### config.mk
export PLATFORM = sky130hd
export DESIGN_NAME = gpio_port_block
export DESIGN_NICKNAME = d
export VERILOG_FILES = /design/src/logic/gpio_pkg.sv /design/src/logic/gpio_port_block.sv
export SDC_FILE = /design/constraint.sdc
export NUM_CORES = 1
export LEC_CHECK = 0
export ABC_CLOCK_PERIOD_IN_PS = 2650
export BUFFER_PORTS_ARGS = -buffer_cell sky130_fd_sc_hd__buf_4
export CAP_MARGIN = 10
export CORE_MARGIN = 2
export CORE_UTILIZATION = 51
export CTS_BUF_LIST = sky130_fd_sc_hd__clkbuf_8
export CTS_CLUSTER_SIZE = 25
export DETAILED_ROUTE_END_ITERATION = 10
export HOLD_SLACK_MARGIN = 0.03
export PLACE_DENSITY = 0.75
export SYNTH_ARGS = -nofsm -noshare
export SYNTH_HDL_FRONTEND = slang
export SYNTH_SLANG_ARGS = --single-unit
### constraint.sdc
create_clock -name aclk -period 2.65 [get_ports aclk]
set_input_delay 0.53 -clock aclk [delete_from_list [all_inputs] [get_ports aclk]]
set_output_delay 0.53 -clock aclk [all_outputs]
set_load 0.1 [all_outputs]
### src/logic/gpio_pkg.sv
// Package of register offsets, reset values and widths for the I/O port.
package gpio_pkg;
   // ****************************************************************
   // Register map, one aligned word per register, ports 0x40 apart up to port 3; port 4 at 0xE0.
   // ****************************************************************
   localparam int unsigned port_stride = 32'h0000_0040;
   localparam logic [5:0] pin_value_off = 6'h00;
   localparam logic [5:0] output_latch_off = 6'h04;
   localparam logic [5:0] direction_off = 6'h08;
   localparam logic [5:0] analog_select_off = 6'h0C;
   localparam logic [5:0] weak_pullup_off = 6'h10;
   localparam logic [5:0] input_threshold_off = 6'h14;
   localparam logic [5:0] slew_limit_off = 6'h18;
   localparam logic [5:0] open_drain_off = 6'h1C;
   localparam logic [5:0] change_rise_off = 6'h20;
   localparam logic [5:0] change_fall_off = 6'h24;
   localparam logic [5:0] change_flag_off = 6'h28;
   localparam logic [5:0] serial_bus_pad_off = 6'h2C;
   localparam logic [5:0] periph_enable_off = 6'h30;

   // ****************************************************************
   // Reset values.
   // ****************************************************************
   localparam logic [7:0] latch_rst = 8'h00;
   localparam logic [7:0] direction_rst = 8'hFF;
   localparam logic [7:0] analog_rst = 8'hFF;
   localparam logic [7:0] pullup_rst = 8'h00;
   localparam logic [7:0] threshold_rst = 8'hFF;
   localparam logic [7:0] slew_rst = 8'hFF;
   localparam logic [7:0] open_drain_rst = 8'h00;
   localparam logic [7:0] zero_rst = 8'h00;

   // ****************************************************************
   // Bus answers.
   // ****************************************************************
   localparam logic [1:0] resp_okay = 2'h0;
   localparam logic [1:0] resp_slverr = 2'h2;
   localparam int unsigned pin_width = 8;
   localparam int unsigned max_ports = 5;
endpackage

### src/logic/gpio_port_block.sv
// Multi-port general purpose I/O block behind an AXI4-Lite slave.
//
// Local design decisions: register access over AXI4-Lite and the address map.
`timescale 1ns/1ps
// How it works
// - Pin value reads return sampled pins; writes go to the output latch.
// - Every port write is read-modify-write into the output latch.
// - Latch holds last write from latch or pin value register, alike.
// - Output latch reads return stored latch, not pin levels.
// - Direction 1 disables the driver; 0 drives the latch bit out.
// - Direction bits control drivers even for analog input pins.
// - Analog select forces digital input to 0 for reads and peripherals.
// - Analog select does not affect any output function.
// - Analog select bits reset to analog mode.
// - Weak pull-up bit 1 enables, 0 disables, per pin.
// - Threshold bit selects Schmitt or TTL for reads and change detect.
// - Slew bit 1 limits slew rate, 0 gives maximum rate.
// - Open-drain bit 1 sinks only, 0 is push-pull.
// - Each pin may flag a rising or falling edge as change event.
// - Serial-bus pads have per-pad slew, pull-up, threshold controls.
// - Enabled peripheral owns the output; pin stays readable.
// - After reset outputs come from the latch; others via routing.
// - Enabled analog output beats digital and floats the driver.
// - Priority: configuration functions, analog out, peripheral routing, latch.
// - Bits of unimplemented pins read as 0.
// - Pull-up is off while the driver is enabled; stored bit kept.
module gpio_port_block #(
   parameter int unsigned num_ports = 3,
   parameter logic [39:0] pin_mask = 40'hFF_FF_FF_FF_FF
)(
   input wire logic aclk,
   input wire logic aresetn,
   input wire logic [7:0] awaddr,
   input wire logic awvalid,
   output logic awready,
   input wire logic [31:0] wdata,
   input wire logic [3:0] wstrb,
   input wire logic wvalid,
   output logic wready,
   output logic [1:0] bresp,
   output logic bvalid,
   input wire logic bready,
   input wire logic [7:0] araddr,
   input wire logic arvalid,
   output logic arready,
   output logic [31:0] rdata,
   output logic [1:0] rresp,
   output logic rvalid,
   input wire logic rready,
   input wire logic [8*num_ports-1:0] pin_st_in,
   input wire logic [8*num_ports-1:0] pin_ttl_in,
   input wire logic [8*num_ports-1:0] pin_bus_in,
   input wire logic [8*num_ports-1:0] config_fn_en,
   input wire logic [8*num_ports-1:0] config_fn_out,
   input wire logic [8*num_ports-1:0] config_fn_oe,
   input wire logic [8*num_ports-1:0] analog_out_en,
   input wire logic [8*num_ports-1:0] periph_out,
   input wire logic [8*num_ports-1:0] periph_oe,
   output logic [8*num_ports-1:0] pin_out,
   output logic [8*num_ports-1:0] pin_oe,
   output logic [8*num_ports-1:0] pullup_en,
   output logic [8*num_ports-1:0] slew_limit_en,
   output logic [8*num_ports-1:0] bus_slew_en,
   output logic [8*num_ports-1:0] digital_in_en,
   output logic [8*num_ports-1:0] periph_in,
   output logic [8*num_ports-1:0] change_event
);
   localparam int unsigned nb = 8 * num_ports;
   // ****************************************************************
   // Parameter check.
   // ****************************************************************
   // ports per variant
   if (num_ports < 1 || num_ports > gpio_pkg::max_ports)
   begin : g_bad
      $error("num_ports must be 1 to 5");
   end

   // ****************************************************************
   // Helpers.
   // ****************************************************************
   // Byte merge under strobe, used by every writable register but the change flags.
   function automatic logic [7:0] merge(input logic [7:0] old_v, new_v,
                                        input logic strb);
      merge = strb ? new_v : old_v;
   endfunction

   // Port index from the address; the fourth window holds two ports.
   function automatic int unsigned port_of(input logic [7:0] a);
      port_of = int'(a[7:6]) + ((a[7:6] == 2'h3 && a[5]) ? 1 : 0);
   endfunction

   // Port 4 lives at the upper half of the fourth window.
   function automatic logic [5:0] off_of(input logic [7:0] a);
      off_of = (a[7:6] == 2'h3 && a[5]) ? {1'b0, a[4:0]} : a[5:0];
   endfunction

   // ****************************************************************
   // Registers and input synchronisers.
   // ****************************************************************
   logic [7:0] lat_r [num_ports];
   logic [7:0] dir_r [num_ports];
   logic [7:0] ans_r [num_ports];
   logic [7:0] wpu_r [num_ports];
   logic [7:0] lvl_r [num_ports];
   logic [7:0] slr_r [num_ports];
   logic [7:0] odc_r [num_ports];
   logic [7:0] rise_r [num_ports];
   logic [7:0] fall_r [num_ports];
   logic [7:0] flag_r [num_ports];
   logic [7:0] sbp_r [num_ports];
   logic [7:0] pen_r [num_ports];
   logic [nb-1:0] st_s1_r, st_s2_r, ttl_s1_r, ttl_s2_r, bus_s1_r, bus_s2_r;
   logic [nb-1:0] din;
   logic [nb-1:0] imp;

   assign imp = pin_mask[nb-1:0];
   // Two flops on every pad level before anything reads it.
   always_ff @(posedge aclk)
   begin
      st_s1_r <= pin_st_in;
      st_s2_r <= st_s1_r;
      ttl_s1_r <= pin_ttl_in;
      ttl_s2_r <= ttl_s1_r;
      bus_s1_r <= pin_bus_in;
      bus_s2_r <= bus_s1_r;
   end

   // Digital input per pin after threshold choice and analog gating.
   always_comb
   begin
      for (int i = 0; i < nb; i++)
      begin
         din[i] = lvl_r[i/8][i%8] ? st_s2_r[i] : ttl_s2_r[i];
         if (sbp_r[i/8][i%8])
            din[i] = bus_s2_r[i];
         if (ans_r[i/8][i%8] || !imp[i])
            din[i] = 1'b0;
      end
   end

   // ****************************************************************
   // AXI4-Lite write path: address and data taken in either order.
   // ****************************************************************
   logic aw_full_r, w_full_r;
   logic [7:0] aw_r;
   logic [7:0] wd_r;
   logic ws_r;
   logic do_wr;
   int unsigned wp;
   logic [5:0] wo;

   assign do_wr = aw_full_r && w_full_r && !bvalid;
   assign wp = port_of(aw_r);
   assign wo = off_of(aw_r);

   always_ff @(posedge aclk)
   begin
      if (!aresetn)
      begin
         aw_full_r <= 1'b0;
         w_full_r <= 1'b0;
         aw_r <= 8'h00;
         wd_r <= 8'h00;
         ws_r <= 1'b0;
         awready <= 1'b0;
         wready <= 1'b0;
         bvalid <= 1'b0;
         bresp <= gpio_pkg::resp_okay;
      end
      else
      begin
         awready <= !aw_full_r && !awready && !(awvalid && awready);
         wready <= !w_full_r && !wready && !(wvalid && wready);
         if (awvalid && awready)
         begin
            aw_full_r <= 1'b1;
            aw_r <= awaddr;
         end
         if (wvalid && wready)
         begin
            w_full_r <= 1'b1;
            wd_r <= wdata[7:0];
            ws_r <= wstrb[0];
         end
         if (do_wr)
         begin
            aw_full_r <= 1'b0;
            w_full_r <= 1'b0;
            bvalid <= 1'b1;
            bresp <= (wp < num_ports && wo <= gpio_pkg::periph_enable_off &&
                      wo[1:0] == 2'h0) ? gpio_pkg::resp_okay
                                        : gpio_pkg::resp_slverr;
         end
         else if (bvalid && bready)
            bvalid <= 1'b0;
      end
   end

   // Register writes; change flags set by hardware win over clears.
   always_ff @(posedge aclk)
   begin
      for (int p = 0; p < num_ports; p++)
      begin
         if (!aresetn)
         begin
            lat_r[p] <= gpio_pkg::latch_rst;
            dir_r[p] <= gpio_pkg::direction_rst;
            ans_r[p] <= gpio_pkg::analog_rst;
            wpu_r[p] <= gpio_pkg::pullup_rst;
            lvl_r[p] <= gpio_pkg::threshold_rst;
            slr_r[p] <= gpio_pkg::slew_rst;
            odc_r[p] <= gpio_pkg::open_drain_rst;
            rise_r[p] <= gpio_pkg::zero_rst;
            fall_r[p] <= gpio_pkg::zero_rst;
            flag_r[p] <= gpio_pkg::zero_rst;
            sbp_r[p] <= gpio_pkg::zero_rst;
            pen_r[p] <= gpio_pkg::zero_rst;
         end
         else
         begin
            if (do_wr && wp == p)
            begin
               unique case (wo)
                  gpio_pkg::pin_value_off,
                  gpio_pkg::output_latch_off:
                     lat_r[p] <= merge(lat_r[p], wd_r, ws_r) & imp[p*8+:8];
                  gpio_pkg::direction_off:
                     dir_r[p] <= merge(dir_r[p], wd_r, ws_r);
                  gpio_pkg::analog_select_off:
                     ans_r[p] <= merge(ans_r[p], wd_r, ws_r);
                  gpio_pkg::weak_pullup_off:
                     wpu_r[p] <= merge(wpu_r[p], wd_r, ws_r);
                  gpio_pkg::input_threshold_off:
                     lvl_r[p] <= merge(lvl_r[p], wd_r, ws_r);
                  gpio_pkg::slew_limit_off:
                     slr_r[p] <= merge(slr_r[p], wd_r, ws_r);
                  gpio_pkg::open_drain_off:
                     odc_r[p] <= merge(odc_r[p], wd_r, ws_r);
                  gpio_pkg::change_rise_off:
                     rise_r[p] <= merge(rise_r[p], wd_r, ws_r);
                  gpio_pkg::change_fall_off:
                     fall_r[p] <= merge(fall_r[p], wd_r, ws_r);
                  gpio_pkg::serial_bus_pad_off:
                     sbp_r[p] <= merge(sbp_r[p], wd_r, ws_r);
                  gpio_pkg::periph_enable_off:
                     pen_r[p] <= merge(pen_r[p], wd_r, ws_r);
                  default: ;
               endcase
            end
            flag_r[p] <= ((do_wr && wp == p && ws_r &&
                           wo == gpio_pkg::change_flag_off) ?
                          (flag_r[p] & ~wd_r) : flag_r[p])
                         | change_event[p*8+:8];
         end
      end
   end

   // ****************************************************************
   // AXI4-Lite read path, answer one cycle after the address.
   // ****************************************************************
   int unsigned rp;
   logic [5:0] ro;
   logic [7:0] rv;

   assign rp = port_of(araddr);
   assign ro = off_of(araddr);

   // Read data select; absent ports and offsets read zero.
   always_comb
   begin
      rv = 8'h00;
      if (rp < num_ports)
      begin
         unique case (ro)
            gpio_pkg::pin_value_off: rv = din[rp*8+:8];
            gpio_pkg::output_latch_off: rv = lat_r[rp];
            gpio_pkg::direction_off: rv = dir_r[rp];
            gpio_pkg::analog_select_off: rv = ans_r[rp];
            gpio_pkg::weak_pullup_off: rv = wpu_r[rp];
            gpio_pkg::input_threshold_off: rv = lvl_r[rp];
            gpio_pkg::slew_limit_off: rv = slr_r[rp];
            gpio_pkg::open_drain_off: rv = odc_r[rp];
            gpio_pkg::change_rise_off: rv = rise_r[rp];
            gpio_pkg::change_fall_off: rv = fall_r[rp];
            gpio_pkg::change_flag_off: rv = flag_r[rp];
            gpio_pkg::serial_bus_pad_off: rv = sbp_r[rp];
            gpio_pkg::periph_enable_off: rv = pen_r[rp];
            default: rv = 8'h00;
         endcase
         rv = rv & imp[rp*8+:8];
      end
   end

   always_ff @(posedge aclk)
   begin
      if (!aresetn)
      begin
         arready <= 1'b0;
         rvalid <= 1'b0;
         rdata <= 32'h0000_0000;
         rresp <= gpio_pkg::resp_okay;
      end
      else
      begin
         arready <= !rvalid && !arready;
         if (arvalid && arready)
         begin
            rvalid <= 1'b1;
            rdata <= {24'h00_0000, rv};
            rresp <= (rp < num_ports && ro <= gpio_pkg::periph_enable_off &&
                      ro[1:0] == 2'h0) ? gpio_pkg::resp_okay
                                        : gpio_pkg::resp_slverr;
         end
         else if (rvalid && rready)
            rvalid <= 1'b0;
      end
   end

   // ****************************************************************
   // Pad drive, priority and edge detection.
   // ****************************************************************
   // Registered pad controls; the driver owner follows the priority chain.
   always_ff @(posedge aclk)
   begin
      for (int i = 0; i < nb; i++)
      begin
         logic dv, en;
         dv = 1'b0;
         en = 1'b0;
         if (!aresetn)
         begin
            pin_out[i] <= 1'b0;
            pin_oe[i] <= 1'b0;
            pullup_en[i] <= 1'b0;
            slew_limit_en[i] <= 1'b1;
            bus_slew_en[i] <= 1'b0;
            digital_in_en[i] <= 1'b0;
            periph_in[i] <= 1'b0;
            change_event[i] <= 1'b0;
         end
         else
         begin
            if (config_fn_en[i])
            begin
               dv = config_fn_out[i];
               en = config_fn_oe[i];
            end
            else if (analog_out_en[i])
               en = 1'b0;
            else if (pen_r[i/8][i%8])
            begin
               dv = periph_out[i];
               en = periph_oe[i];
            end
            else
            begin
               dv = lat_r[i/8][i%8];
               en = !dir_r[i/8][i%8];
            end
            // open drain sinks only; configuration functions keep drive
            if (odc_r[i/8][i%8] && dv && !config_fn_en[i])
               en = 1'b0;
            pin_out[i] <= dv & imp[i];
            pin_oe[i] <= en & imp[i];
            pullup_en[i] <= imp[i] && (wpu_r[i/8][i%8] ||
                             sbp_r[i/8][i%8]) && !en;
            slew_limit_en[i] <= slr_r[i/8][i%8] & imp[i];
            bus_slew_en[i] <= sbp_r[i/8][i%8] & imp[i];
            digital_in_en[i] <= !ans_r[i/8][i%8] & imp[i];
            periph_in[i] <= din[i]; // Also the edge detector's history.
            change_event[i] <= (rise_r[i/8][i%8] && din[i] && !periph_in[i])
                            || (fall_r[i/8][i%8] && !din[i] && periph_in[i]);
         end
      end
   end
endmodule

After elaboration in Yosys (flattened, before gate mapping)
Memory sizes are Yosys's and may differ from the RTL's.
Cells that the tools add are included.

storage, ports and cells
  register bits = 372
  bits in writable memories = 288
  memories kept = 12

memories
  memory           words  bits a word  rd ports  clocked after Yosys merged registers in  wr ports  line                    text
  ans_r            3      8            4         0                                        3         gpio_port_block.sv:102  logic [7:0] ans_r [num_ports];
  dir_r            3      8            4         0                                        3         gpio_port_block.sv:101  logic [7:0] dir_r [num_ports];
  fall_r           3      8            4         0                                        3         gpio_port_block.sv:108  logic [7:0] fall_r [num_ports];
  flag_r           3      8            4         0                                        3         gpio_port_block.sv:109  logic [7:0] flag_r [num_ports];
  lat_r            3      8            4         0                                        3         gpio_port_block.sv:100  logic [7:0] lat_r [num_ports];
  lvl_r            3      8            4         0                                        3         gpio_port_block.sv:104  logic [7:0] lvl_r [num_ports];
  6 more memories  n/a    n/a          n/a       n/a                                      n/a       n/a

cells by class
  add/subtract/negate cells = 2
  order comparisons = 4
  eq/ne operators = 28
  shift operators = 2
  multiplexer cells = 485
  bitwise gates (word level) = 45
  reductions and logical operators = 405

operator list
  kind                                                         count
  two-way mux 8 bit                                            74
  two-way mux 1 bit                                            406
  logical AND 1 bit                                            195
  zero test 1 bit                                              153
  case mux 8 bit (13 select lines)                             1
  == test 6 bit (second input constant)                        10
  == test 6 x 5 -> 1 bit (second input constant)               8
  logical OR 1 bit                                             48
  OR 1 bit                                                     36
  AND 8 bit                                                    4
  zero test 32 bit                                             1
  == test 6 x 4 -> 1 bit (second input constant)               4
  OR 8 bit                                                     3
  indexed part select 24 x 7 -> 8 bit                          1
  indexed part select 24 x 7 -> 8 bit (first input constant)   1
  == test 6 x 3 -> 1 bit (second input constant)               2
  <= comparator 6 bit (second input constant)                  2
  zero test 6 bit                                              2
  two-way mux 6 bit                                            2
  NOT 8 bit                                                    1
  adder 2 x 1 -> 3 bit                                         2
  less-than comparator 3 x 2 -> 1 bit (second input constant)  2
  == test 2 bit (second input constant)                        2
  zero test 2 bit                                              2
  other kinds (6)                                              9

Longest topological paths before layout
Gate-level depths: netlist of the first run.

  depth in word-level cells = 11
  gate-level depth with buffers = 13

Worst setup path after synthesis of the first run
No wires, ideal clock.

  path kind = input to register
  start point = in araddr[6]
  end point = reg rdata[1]
  library setup time = 0.128 ns
  arrival time = 2.438 ns
  data required time = 2.522 ns
  setup slack = 0.084 ns
  cell stages on the path = 12
  path buffers = 4
  path through = and3_1 -> ha_1 -> ha_1 -> clkbuf_1 -> buf_2 -> buf_2 -> buf_2 -> o21ai_0 -> a21oi_1 -> o211ai_1 -> a221oi_1 -> o211ai_1

on the way
  word-level cells in the longest chain between the ends = 9

RTL lines
  element                                                            line                                          text
  from (decl)                                                        gpio_port_block.sv:43                         input wire logic [7:0] araddr,
  == test 2 bit                                                      gpio_port_block.sv:89, gpio_port_block.sv:94
  logical AND 1 bit                                                  gpio_port_block.sv:89, gpio_port_block.sv:94
  two-way mux 1 bit                                                  gpio_port_block.sv:89                         port_of = int'(a[7:6]) + ((a[7:6] == 2'h3 && a[5]) ? 1 : 0);
  adder 2 x 1 -> 3 bit                                               gpio_port_block.sv:89
  indexed part select 24 x 7 -> 8 bit, or another cell as far along  gpio_port_block.sv:275                        gpio_pkg::pin_value_off: rv = din[rp*8+:8];
  case mux 8 bit (13 select lines)                                   gpio_port_block.sv:274                        unique case (ro)
  two-way mux 8 bit                                                  gpio_port_block.sv:272                        if (rp < num_ports)
  AND 8 bit                                                          gpio_port_block.sv:290                        rv = rv & imp[rp*8+:8];
  two-way mux 8 bit *                                                gpio_port_block.sv:272
  to (signal assigned)                                               gpio_port_block.sv:309                        rdata <= {24'h00_0000, rv};
  to (decl)                                                          gpio_port_block.sv:46                         output logic [31:0] rdata,

Mark *: on every way between the ends. The rest lies on a longest branch, timed or not. The select of a mux whose other input is x is not followed.
A chain may end at the register's enable or synchronous reset.

Final worst setup path of the first run
Same ends and word-level chain as after synthesis.

==> results of run 1 <==
## power by group
group | switching [W] | total [W] | internal, W | leakage [nW]
combinational | 0.00162 | 0.00249 | 0.000873 | 6.81
clock | 0.00421 | 0.00889 | 0.00468 | 1.24
sequential | 0.000285 | 0.0111 | 0.0108 | 5.64
total | 0.00612 | 0.0225 | 0.0164 | 13.7
## path summary, 6_finish.rpt
kind                     start     endpoint  slack [ns]  cells past startpoint
max                  araddr[6]     rdata[1]        0.07                     10
min          config_fn_out[14]  pin_out[14]        0.07                      3
max reg2reg            aw_r[6]  lvl_r[1][0]        0.18                      6
min reg2reg         st_s1_r[0]   st_s2_r[0]        0.32                      0
## Yosys cell counts, drive strengths merged (2+ instances only)
master / number
a21oi: 105
a31oi: 4
nand2b: 29
inv: 37
dfxtp: 394
nor3: 22
a221oi: 5
nor4b: 3
o211ai: 29
a21o: 3
or3: 120
nor2: 134
nand2: 174
a22o: 5
a21boi: 26
a22oi: 15
buf: 64
nor2b: 33
a311oi: 2
o211a: 24
o21a: 24
o22ai: 6
nor4: 13
and2: 196
a211oi: 25
edfxtp: 264
mux4: 11
and3: 2
o31ai: 24
o21ai: 133
nand4: 2
ha: 2
clkbuf: 85
nand3: 22
a211o: 4
nand3b: 35
o2111ai: 5
a41oi: 2
a221o: 4
mux2i: 106
mux2: 22
## area by class of cell
| class | instances | area (um^2) |
|---|---|---|
| Antenna cell | 5 | 12.5 |
| Clock buffer | 123 | 1690 |
| Clock inverter | 71 | 473 |
| Fill cell | 3603 | 15500 |
| Inverter | 37 | 141 |
| Multi-Input combinational cell | 1409 | 8860 |
| Sequential cell | 658 | 15800 |
| Tap cell | 664 | 831 |
| Timing Repair Buffer | 726 | 5830 |
## per-stage QoR
stage	power, W	worst slack (ns)
final	0.0225	0.0704
after global routing	0.0231	0.0657
after CTS	0.0225	0.0909
after detailed placement	0.0136	-0.693
after global placement	0.0136	-0.691
after floorplan	0.0126	0.0841
## placed cells by master, fill, tap and decap left out, drive strengths merged, types with 4 or more instances in the layout
cell         count
clkbuf         123
mux4            11
nand3           22
nand3b          35
o22ai            6
nor3            22
a21boi          26
o31ai           24
conb            26
inv             77
nor2           134
nand2b          29
o211a           24
a31oi            4
a22o             5
a21oi          105
and2           196
nor4            13
a22oi           15
diode            5
or3            120
buf            635
o2111ai          5
a211o            4
dfxtp          394
o21a            24
o21ai          133
dlygate4sd3     91
nand2          174
mux2i          106
a221o            4
edfxtp         264
clkinv          26
o211ai          29
a221oi           5
bufinv           4
mux2            22
a211oi          25
nor2b           33
## worst min-delay path: stages
cell	delay (ns)
buf_4	0.11
nand2_1	0.05
a21oi_1	0.06
## cell families (layout without fill, tap and decap cells)
family,count (synthesis),in the layout,synth area share
buffers and inverters,186,957,0.0362
and+or+nand+nor,789,789,0.166
AOI/OAI and AO/OA,453,453,0.115
other,1,31,0.000147
adders and majority gates,2,2,0.000982
muxes,139,139,0.0614
DFF,658,658,0.621
## what timing repair did
item / CTS / global route
gates resized for setup: 0 / 1
hold buffers: 91 / 0
hold endpoints to repair: 91 / 0
endpoints found under the setup margin: 0 / 1
## layer usage
metal  up-vias  track usage  part of all wire
li1       9370            -                 -
met1     10228        0.448              0.37
met2      1304        0.615              0.49
met3       210       0.0772             0.096
met4         0        0.177             0.042
met5         -            0                 0
==> metrics.txt, run 1 <==
VDD IR max=558 uV; CP top delay family=compound AO/OA/AOI/OAI gates; FMAX=around 390 MHz; P per Cell Area=668 nW/um^2; fin cells=3,693; GPL Wtd Cong=0.956; Worst-path clk slew=0.07 ns; largest area contributor in the netlist=edfxtp_1; # port buffers=around 450; row cnt=81; Worst EP arrival=3.19 ns; Clock Tree Root=clkbuf_8; setup bufs post-CTS=0; RSZ-0062 raised after global routing=no; DPL Wire Length=69,400 um; number of global-route vias before repair=20.8k; CP required=3.26 ns; Cell variety after synth=69; placed cell count=about 3.4k; clock skew=0.0326 ns; initial antenna violation count=8; core area=roughly 49,000 um^2; main flop type after synthesis=dfxtp_1; LEAKAGE=13.7 nW; worst rel slew slack=0.285; Num CTS Buffers=103; Top Ports=508; die width=228 um; Setup TNS=0 ns; run status=finished, final reports clean; first drt pass iteration count=6; Wirelength per Cell=26.1 um; vias=between 20k and 25k; worst hold margin=between 0.06 and 0.07 ns; Detail Route Antenna Nets=0; Layout area overhead=32.1%; Final Hold Violating Endpoints=0; post-synth top area share=0.311; final instance area=33,700 um^2; Yosys warning count=0; Synth area leaders=edfxtp_1 31%, dfxtp_1 31%, and2_1 4.8%; Async SR Flop Fraction=0; Initial Util=0.518; pin count of the biggest net entering global routing=~100; CP Launch Type=primary input; Worst Path Buf+Inv=2; GR Overflow Total=0; die height=228 um; Max Cap Viol=0; # H-tree levels=3; Worst-Skew Late Latency=0.74 ns; Nets=3,212; area of the die=51,800 um^2; critical path type=primary input to register; Period minus WS final=between 2 and 3 ns; Crit-path slowest cell=ha_4; total track usage=0.365; vias per std cell=5.72; placed cell area=30,600 um^2; Hold Crit Class=primary input to register; number of enable flip-flop cells after synthesis=264; final WL=~96,000 um; layout cell share with drive strength beyond 1=0.277; Avg Cell Area, Syn=~11 um^2; sequential area share after synthesis=0.621; number of remaining DRC errors=0; Max stage delay on crit path=between 0.4 and 0.5 ns; CTS tree=yes; final core occ=0.685; worst slew pin tran=1.07 ns; first-pass GRT wire length=135,000 um; Final Slew Violations=0; mapped cell area=around 25,000 um^2; CTS Buffer Depth=3; CP Cell Sequence=buf_4, and3_1, ha_4, buf_4, mux2i_1, o21ai_1, a22oi_1, o211ai_1, a221oi_1, o211ai_1; setup violators final=0; post-synthesis cell count=2,228; Crit. End Element=register; Sink Count=658; final period utilization=0.973; crit path max fanout=18; initial DRC count=2,200; number of synthesized register bits=658
Power figures use the tool's default switching activity.
==> run 2, diff against run 1 <==
--- a/config.mk
+++ b/config.mk
@@ -8,13 +8,15 @@
 export ABC_CLOCK_PERIOD_IN_PS = 2650
 export BUFFER_PORTS_ARGS = -buffer_cell sky130_fd_sc_hd__buf_4
 export CAP_MARGIN = 10
+export CELL_PAD_IN_SITES_DETAIL_PLACEMENT = 1
+export CELL_PAD_IN_SITES_GLOBAL_PLACEMENT = 1
 export CORE_MARGIN = 2
-export CORE_UTILIZATION = 51
-export CTS_BUF_LIST = sky130_fd_sc_hd__clkbuf_8
+export CORE_UTILIZATION = 39
+export CTS_BUF_LIST = sky130_fd_sc_hd__clkbuf_16
 export CTS_CLUSTER_SIZE = 25
 export DETAILED_ROUTE_END_ITERATION = 10
 export HOLD_SLACK_MARGIN = 0.03
-export PLACE_DENSITY = 0.75
+export PLACE_DENSITY = 0.73
 export SYNTH_ARGS = -nofsm -noshare
 export SYNTH_HDL_FRONTEND = slang
 export SYNTH_SLANG_ARGS = --single-unit
==> metrics.txt, run 2 (same netlist as run 1, synthesis figures left out) <==
VDD IR max=418 uV (-25%); Layout area overhead=33.0%; R2R depth=5 (-1); Final Hold Violating Endpoints=0 (unchanged); die height=260 um (+14%); final core occ=0.525 (-0.159); commonest non-fill, non-tap cell in the layout=buf_4; worst flop-to-flop path endpoint=fall_r[0][1]; worst slew pin tran=1.08 ns (+0.00379 ns); Worst Hold Endpoint=pin_out[6]; first drt pass iteration count=6 (unchanged); area of the die=67,400 um^2 (+30%); FMAX=398 MHz (+2.6%); Final Slew Violations=0 (unchanged); vias=21.0k (-0.37%); Clock Tree Root=clkbuf_16; vias per std cell=5.56 (-2.8%); met1 GRT Util=0.383 (-0.0647); Setup TNS=0 ns (unchanged); Worst-path clk slew=0.06 ns (about the same); Period minus WS final=2.52 ns (-0.0644 ns); Num CTS Buffers=73 (-29%); CTS tree=yes; # H-tree levels=3 (unchanged); Hold Crit Class=primary input to register; first-pass GRT wire length=153,000 um (+14%); fin cells=3,785 (+2.5%); Detail Route Antenna Nets=0 (unchanged); Initial Util=0.395 (-0.123); number of remaining DRC errors=0 (unchanged); CP required=3.17 ns (-0.09 ns); Power, Total=0.0239 W (+6.2%); Wirelength per Cell=28.6 um (+9.8%); RSZ-0062 raised after global routing=no; worst reg2reg setup slack=0.19 ns (about the same); run status=finished, final reports clean; core area=64,500 um^2 (+31%); Top Ports=508 (unchanged); Sink Count=658 (unchanged); placed cell count=3,578 (+5.1%); Worst EP arrival=3.03 ns (-0.16 ns); die width=260 um (+14%); initial DRC count=1,876 (-15%); min-delay src=config_fn_out[6]; P per Cell Area=705 nW/um^2 (+5.5%); DPL Wire Length=78,400 um (+13%); Crit. End Element=register; # port buffers=454 (unchanged); met2 Use GR=0.549 (-0.0658); initial antenna violation count=4 (-4); Nets=3,147 (-2.0%); layout cell share with drive strength beyond 1=0.266 (-0.0108); GPL Wtd Cong=0.956 (about the same); most frequent cells in the layout=601 x buf_4, 386 x dfxtp_1, 264 x edfxtp_1; final period utilization=0.949 (-0.0243); number of global-route vias before repair=21.9k (+5.2%); Worst-Skew Late Latency=0.65 ns (-0.09 ns); total track usage=0.316 (-0.0494); clock skew=0.0359 ns (+0.00329 ns); LEAKAGE=13.5 nW (-1.1%); Max Cap Viol=0 (unchanged); final WL=108,000 um (+13%); pin count of the biggest net entering global routing=106 (+5.0%); CTS Buffer Depth=3 (unchanged); worst r2r src=aw_r[6]; crit path max fanout=18 (unchanged); worst rel slew slack=0.283 (-0.00253); M3 GR Usage=0.0462 (-0.0310); row cnt=93 (+15%); most crowded layer after global routing=met2; hold-fix buffers at CTS=72 (-21%); setup bufs post-CTS=0 (unchanged); post-cts sizing count=0 (unchanged); Hold Crit Depth=3 (unchanged); setup violators final=0 (unchanged); CP Launch Type=primary input; GR Overflow Total=0 (unchanged); critical path type=primary input to register
## run 2: changes by cell type in the layout (fill, tap and decap cells not counted), sizes merged
| cell | delta |
|---|---|
| clkinvlp | +3 |
| inv | -19 |
| buf | -16 |
| clkinv | +1 |
| dlygate4sd3 | -19 |
| bufinv | +1 |
| clkbuf | -46 |
| diode | -4 |
## run 2: metal layers
| metal | vias up | part of all wire | wire length (um) |
|---|---|---|---|
| met5 | - | 0 | 0 |
| met4 | 0 | 0.052 | 5590 |
| met3 | 257 | 0.069 | 7420 |
| met2 | 1023 | 0.50 | 54100 |
| met1 | 10568 | 0.38 | 41200 |
| li1 | 9186 | - | - |
## run 2: stage by stage
step | hold slack (ns) | cell area, um^2 | setup slack [ns]
2_1_floorplan | 0.310 | 25600 | 0.0841
3_3_place_gp | 0.313 | 30800 | -0.452
3_5_place_dp | 0.313 | 30800 | -0.428
4_1_cts | 0.129 | 33900 | 0.210
5_1_grt | 0.150 | 33900 | 0.0573
6_report | 0.146 | 33900 | 0.135
## run 2: worst max path at each step
stage	start	end	slack, ns	depth (start not counted)
after floorplan	araddr[6]	rdata[1]	0.08	12
after detailed placement	araddr[6]	rdata[7]	-0.43	12
after CTS	araddr[6]	rdata[7]	0.21	9
after global placement	araddr[6]	rdata[6]	-0.45	10
final	araddr[6]	rdata[7]	0.13	9
after global routing	araddr[6]	rdata[7]	0.06	11
## run 2: final cells by class
class,instances,area [um^2]
fillers,6869,30600
flip-flops and latches,658,15800
multi-input cells,1409,8860
repair buffers,691,5590
clock buffers,77,1930
well taps,855,1070
clock inverters,57,459
inverters,37,141
diodes,1,2.50
## run 2: power breakdown
group,total (W),switching [W],internal (W)
Sequential,0.0111,0.000307,0.0108
Clock,0.0103,0.00446,0.00580
Combinational,0.00250,0.00164,0.000857
## run 2: worst max-delay path: stages
cell,delay (ns)
buf_4,0.12
and3_1,0.20
ha_4,0.54
buf_4,0.21
mux2_4,0.29
mux4_2,0.49
nand2_1,0.20
a41oi_1,0.15
a221o_1,0.27
==> run 3, diff against run 2 <==
--- a/config.mk
+++ b/config.mk
@@ -17,6 +17,7 @@
 export DETAILED_ROUTE_END_ITERATION = 10
 export HOLD_SLACK_MARGIN = 0.03
 export PLACE_DENSITY = 0.73
+export SETUP_SLACK_MARGIN = 0.4
 export SYNTH_ARGS = -nofsm -noshare
 export SYNTH_HDL_FRONTEND = slang
 export SYNTH_SLANG_ARGS = --single-unit
==> metrics.txt, run 3 (same netlist as run 1, synthesis figures left out) <==
core area=64,500 um^2 (unchanged); Nets=3,190 (+1.4%); GPL Wtd Cong=0.915 (-4.3%); first-pass GRT wire length=152,000 um (-0.79%); final WL=107,000 um (-0.99%); CP required=3.21 ns (+0.04 ns); Top Ports=508 (unchanged); die height=260 um (unchanged); Period minus WS final=2.28 ns (-0.232 ns); total track usage=0.313 (-0.00329); Layout area overhead=34.8%; worst rel slew slack=0.209 (-0.0740); Max stage delay on crit path=0.33 ns (-0.21 ns); fin worst setup slack=0.367 ns (+0.232 ns); Max Cap Viol=0 (unchanged); # port buffers=454 (unchanged); RSZ-0062 raised after global routing=yes; CP Launch Type=primary input; FMAX=438 MHz (+10%); critical path type=primary input to register; P per Cell Area=691 nW/um^2 (-2.0%); Sink Count=658 (unchanged); die width=260 um (unchanged); final period utilization=0.862 (-0.0875); run status=finished, final reports clean; CP Cell Sequence=buf_6, and3_4, ha_4, buf_6, buf_12, buf_4, mux2i_1, buf_4, o21ai_0, a21oi_1, a311o_1, a31oi_1, a221o_1; number of remaining DRC errors=0 (unchanged); LEAKAGE=13.8 nW (+1.6%); most frequent cells in the layout=641 x buf_4, 385 x dfxtp_1, 264 x edfxtp_1; layout cell share with drive strength beyond 1=0.293 (+0.0271); Crit-path slowest cell=a311o_1; GR Overflow Total=0 (unchanged); Hold Crit Class=primary input to register; # H-tree levels=3 (unchanged); vias=20.9k (-0.40%); first drt pass iteration count=7 (+1); worst reg2reg setup slack=0.43 ns (+0.24 ns); CTS Buffer Depth=3 (unchanged); Hold Crit Depth=3 (unchanged); DPL Wire Length=77,600 um (-1.1%); pin count of the biggest net entering global routing=143 (+35%); vias per std cell=5.47 (-1.5%); crit path max fanout=18 (unchanged); Final Slew Violations=0 (unchanged); Clock Tree Root=clkbuf_16; Worst Hold Endpoint=wd_r[2]; Final Hold Violating Endpoints=0 (unchanged); Crit. End Element=register; worst flop-to-flop path endpoint=rise_r[2][0]; clock skew=0.0294 ns (-0.00649 ns); initial DRC count=1,985 (+5.8%); row cnt=93 (unchanged); Detail Route Antenna Nets=0 (unchanged); setup slack at placement=-0.469 ns (-0.0410 ns); worst r2r src=aw_r[0]; Setup crit start=araddr[5]; Worst-Skew Late Latency=0.64 ns (about the same); Num CTS Buffers=72 (-1.4%); VDD IR max=628 uV (+50%); Worst-path clk slew=0.06 ns (about the same); setup violators final=0 (unchanged); CTS tree=yes; Wirelength per Cell=28.0 um (-2.1%); worst slew pin tran=1.19 ns (+0.111 ns); Initial Util=0.395 (unchanged); n_diodes=0 (-1); initial antenna violation count=3 (-1); Worst EP arrival=2.85 ns (-0.18 ns); area of the die=67,400 um^2 (unchanged); min-delay src=wdata[2]; commonest non-fill, non-tap cell in the layout=buf_4; R2R depth=4 (-1); Setup TNS=0 ns (unchanged); number of global-route vias before repair=22.0k (+0.58%)
## run 3: worst max path at each step
stage               cells past startpoint      endpoint  slack (ns)
CTS                                     5   sbp_r[0][7]        0.36
global route                            4  rise_r[2][5]        0.31
detailed placement                     10      rdata[5]       -0.47
finish                                 13      rdata[0]        0.37
global placement                       10      rdata[4]       -0.43
floorplan                               9      rdata[7]        0.16
## run 3: final cells by class
| cell class | count | area, um^2 |
|---|---|---|
| clock buffer | 77 | 1930 |
| clock inverter | 56 | 423 |
| fill | 6860 | 30100 |
| inverter | 37 | 141 |
| multi-input combinational | 1409 | 9070 |
| sequential | 658 | 15800 |
| tap | 855 | 1070 |
| timing repair buffer | 735 | 5890 |
## run 3: power by group
part / total (W) / internal, W / switching (W)
Sequential: 0.0111 / 0.0108 / 0.000301
Clock: 0.0100 / 0.00563 / 0.00440
Combinational: 0.00259 / 0.000915 / 0.00167
Total: 0.0237 / 0.0173 / 0.00637
## run 3: critical path: cells and delay by family
family / cells / cell delay, ns
compound gates: 5 / 1.02
buf+inv: 5 / 0.74
fa+ha+maj: 1 / 0.28
simple gates: 1 / 0.18
mux: 1 / 0.07
## run 3: layer usage
metal | GRT usage | vias to the layer above | share of wire
met4 | 0.134 | 2 | 0.044
li1 | - | 9279 | -
met2 | 0.549 | 886 | 0.51
met3 | 0.0433 | 200 | 0.063
met1 | 0.384 | 10582 | 0.39
met5 | 0 | - | 0.00012
## run 3: what timing repair did
| item | CTS | global route |
|---|---|---|
| gates resized for setup | 23 | 34 |
| hold buffers | 72 | 0 |
| setup endpoints to repair | 187 | 257 |
| setup buffers | 4 | 7 |
| pin swaps | 8 | 12 |
| hold endpoints to repair | 72 | 0 |
| gates cloned | 0 | 0 |
## run 3: through the flow
step	cells	hold WS [ns]	util	cell area [um^2]	total power, W
after global routing	3827	0.158	0.533	34400	0.0244
after detailed placement	3611	0.313	0.481	31000	0.0137
final	3827	0.151	0.533	34400	0.0237
after global placement	3611	0.313	0.481	31000	0.0137
after floorplan	2253	0.310	-	25700	0.0126
after CTS	3820	0.129	0.530	34200	0.0237
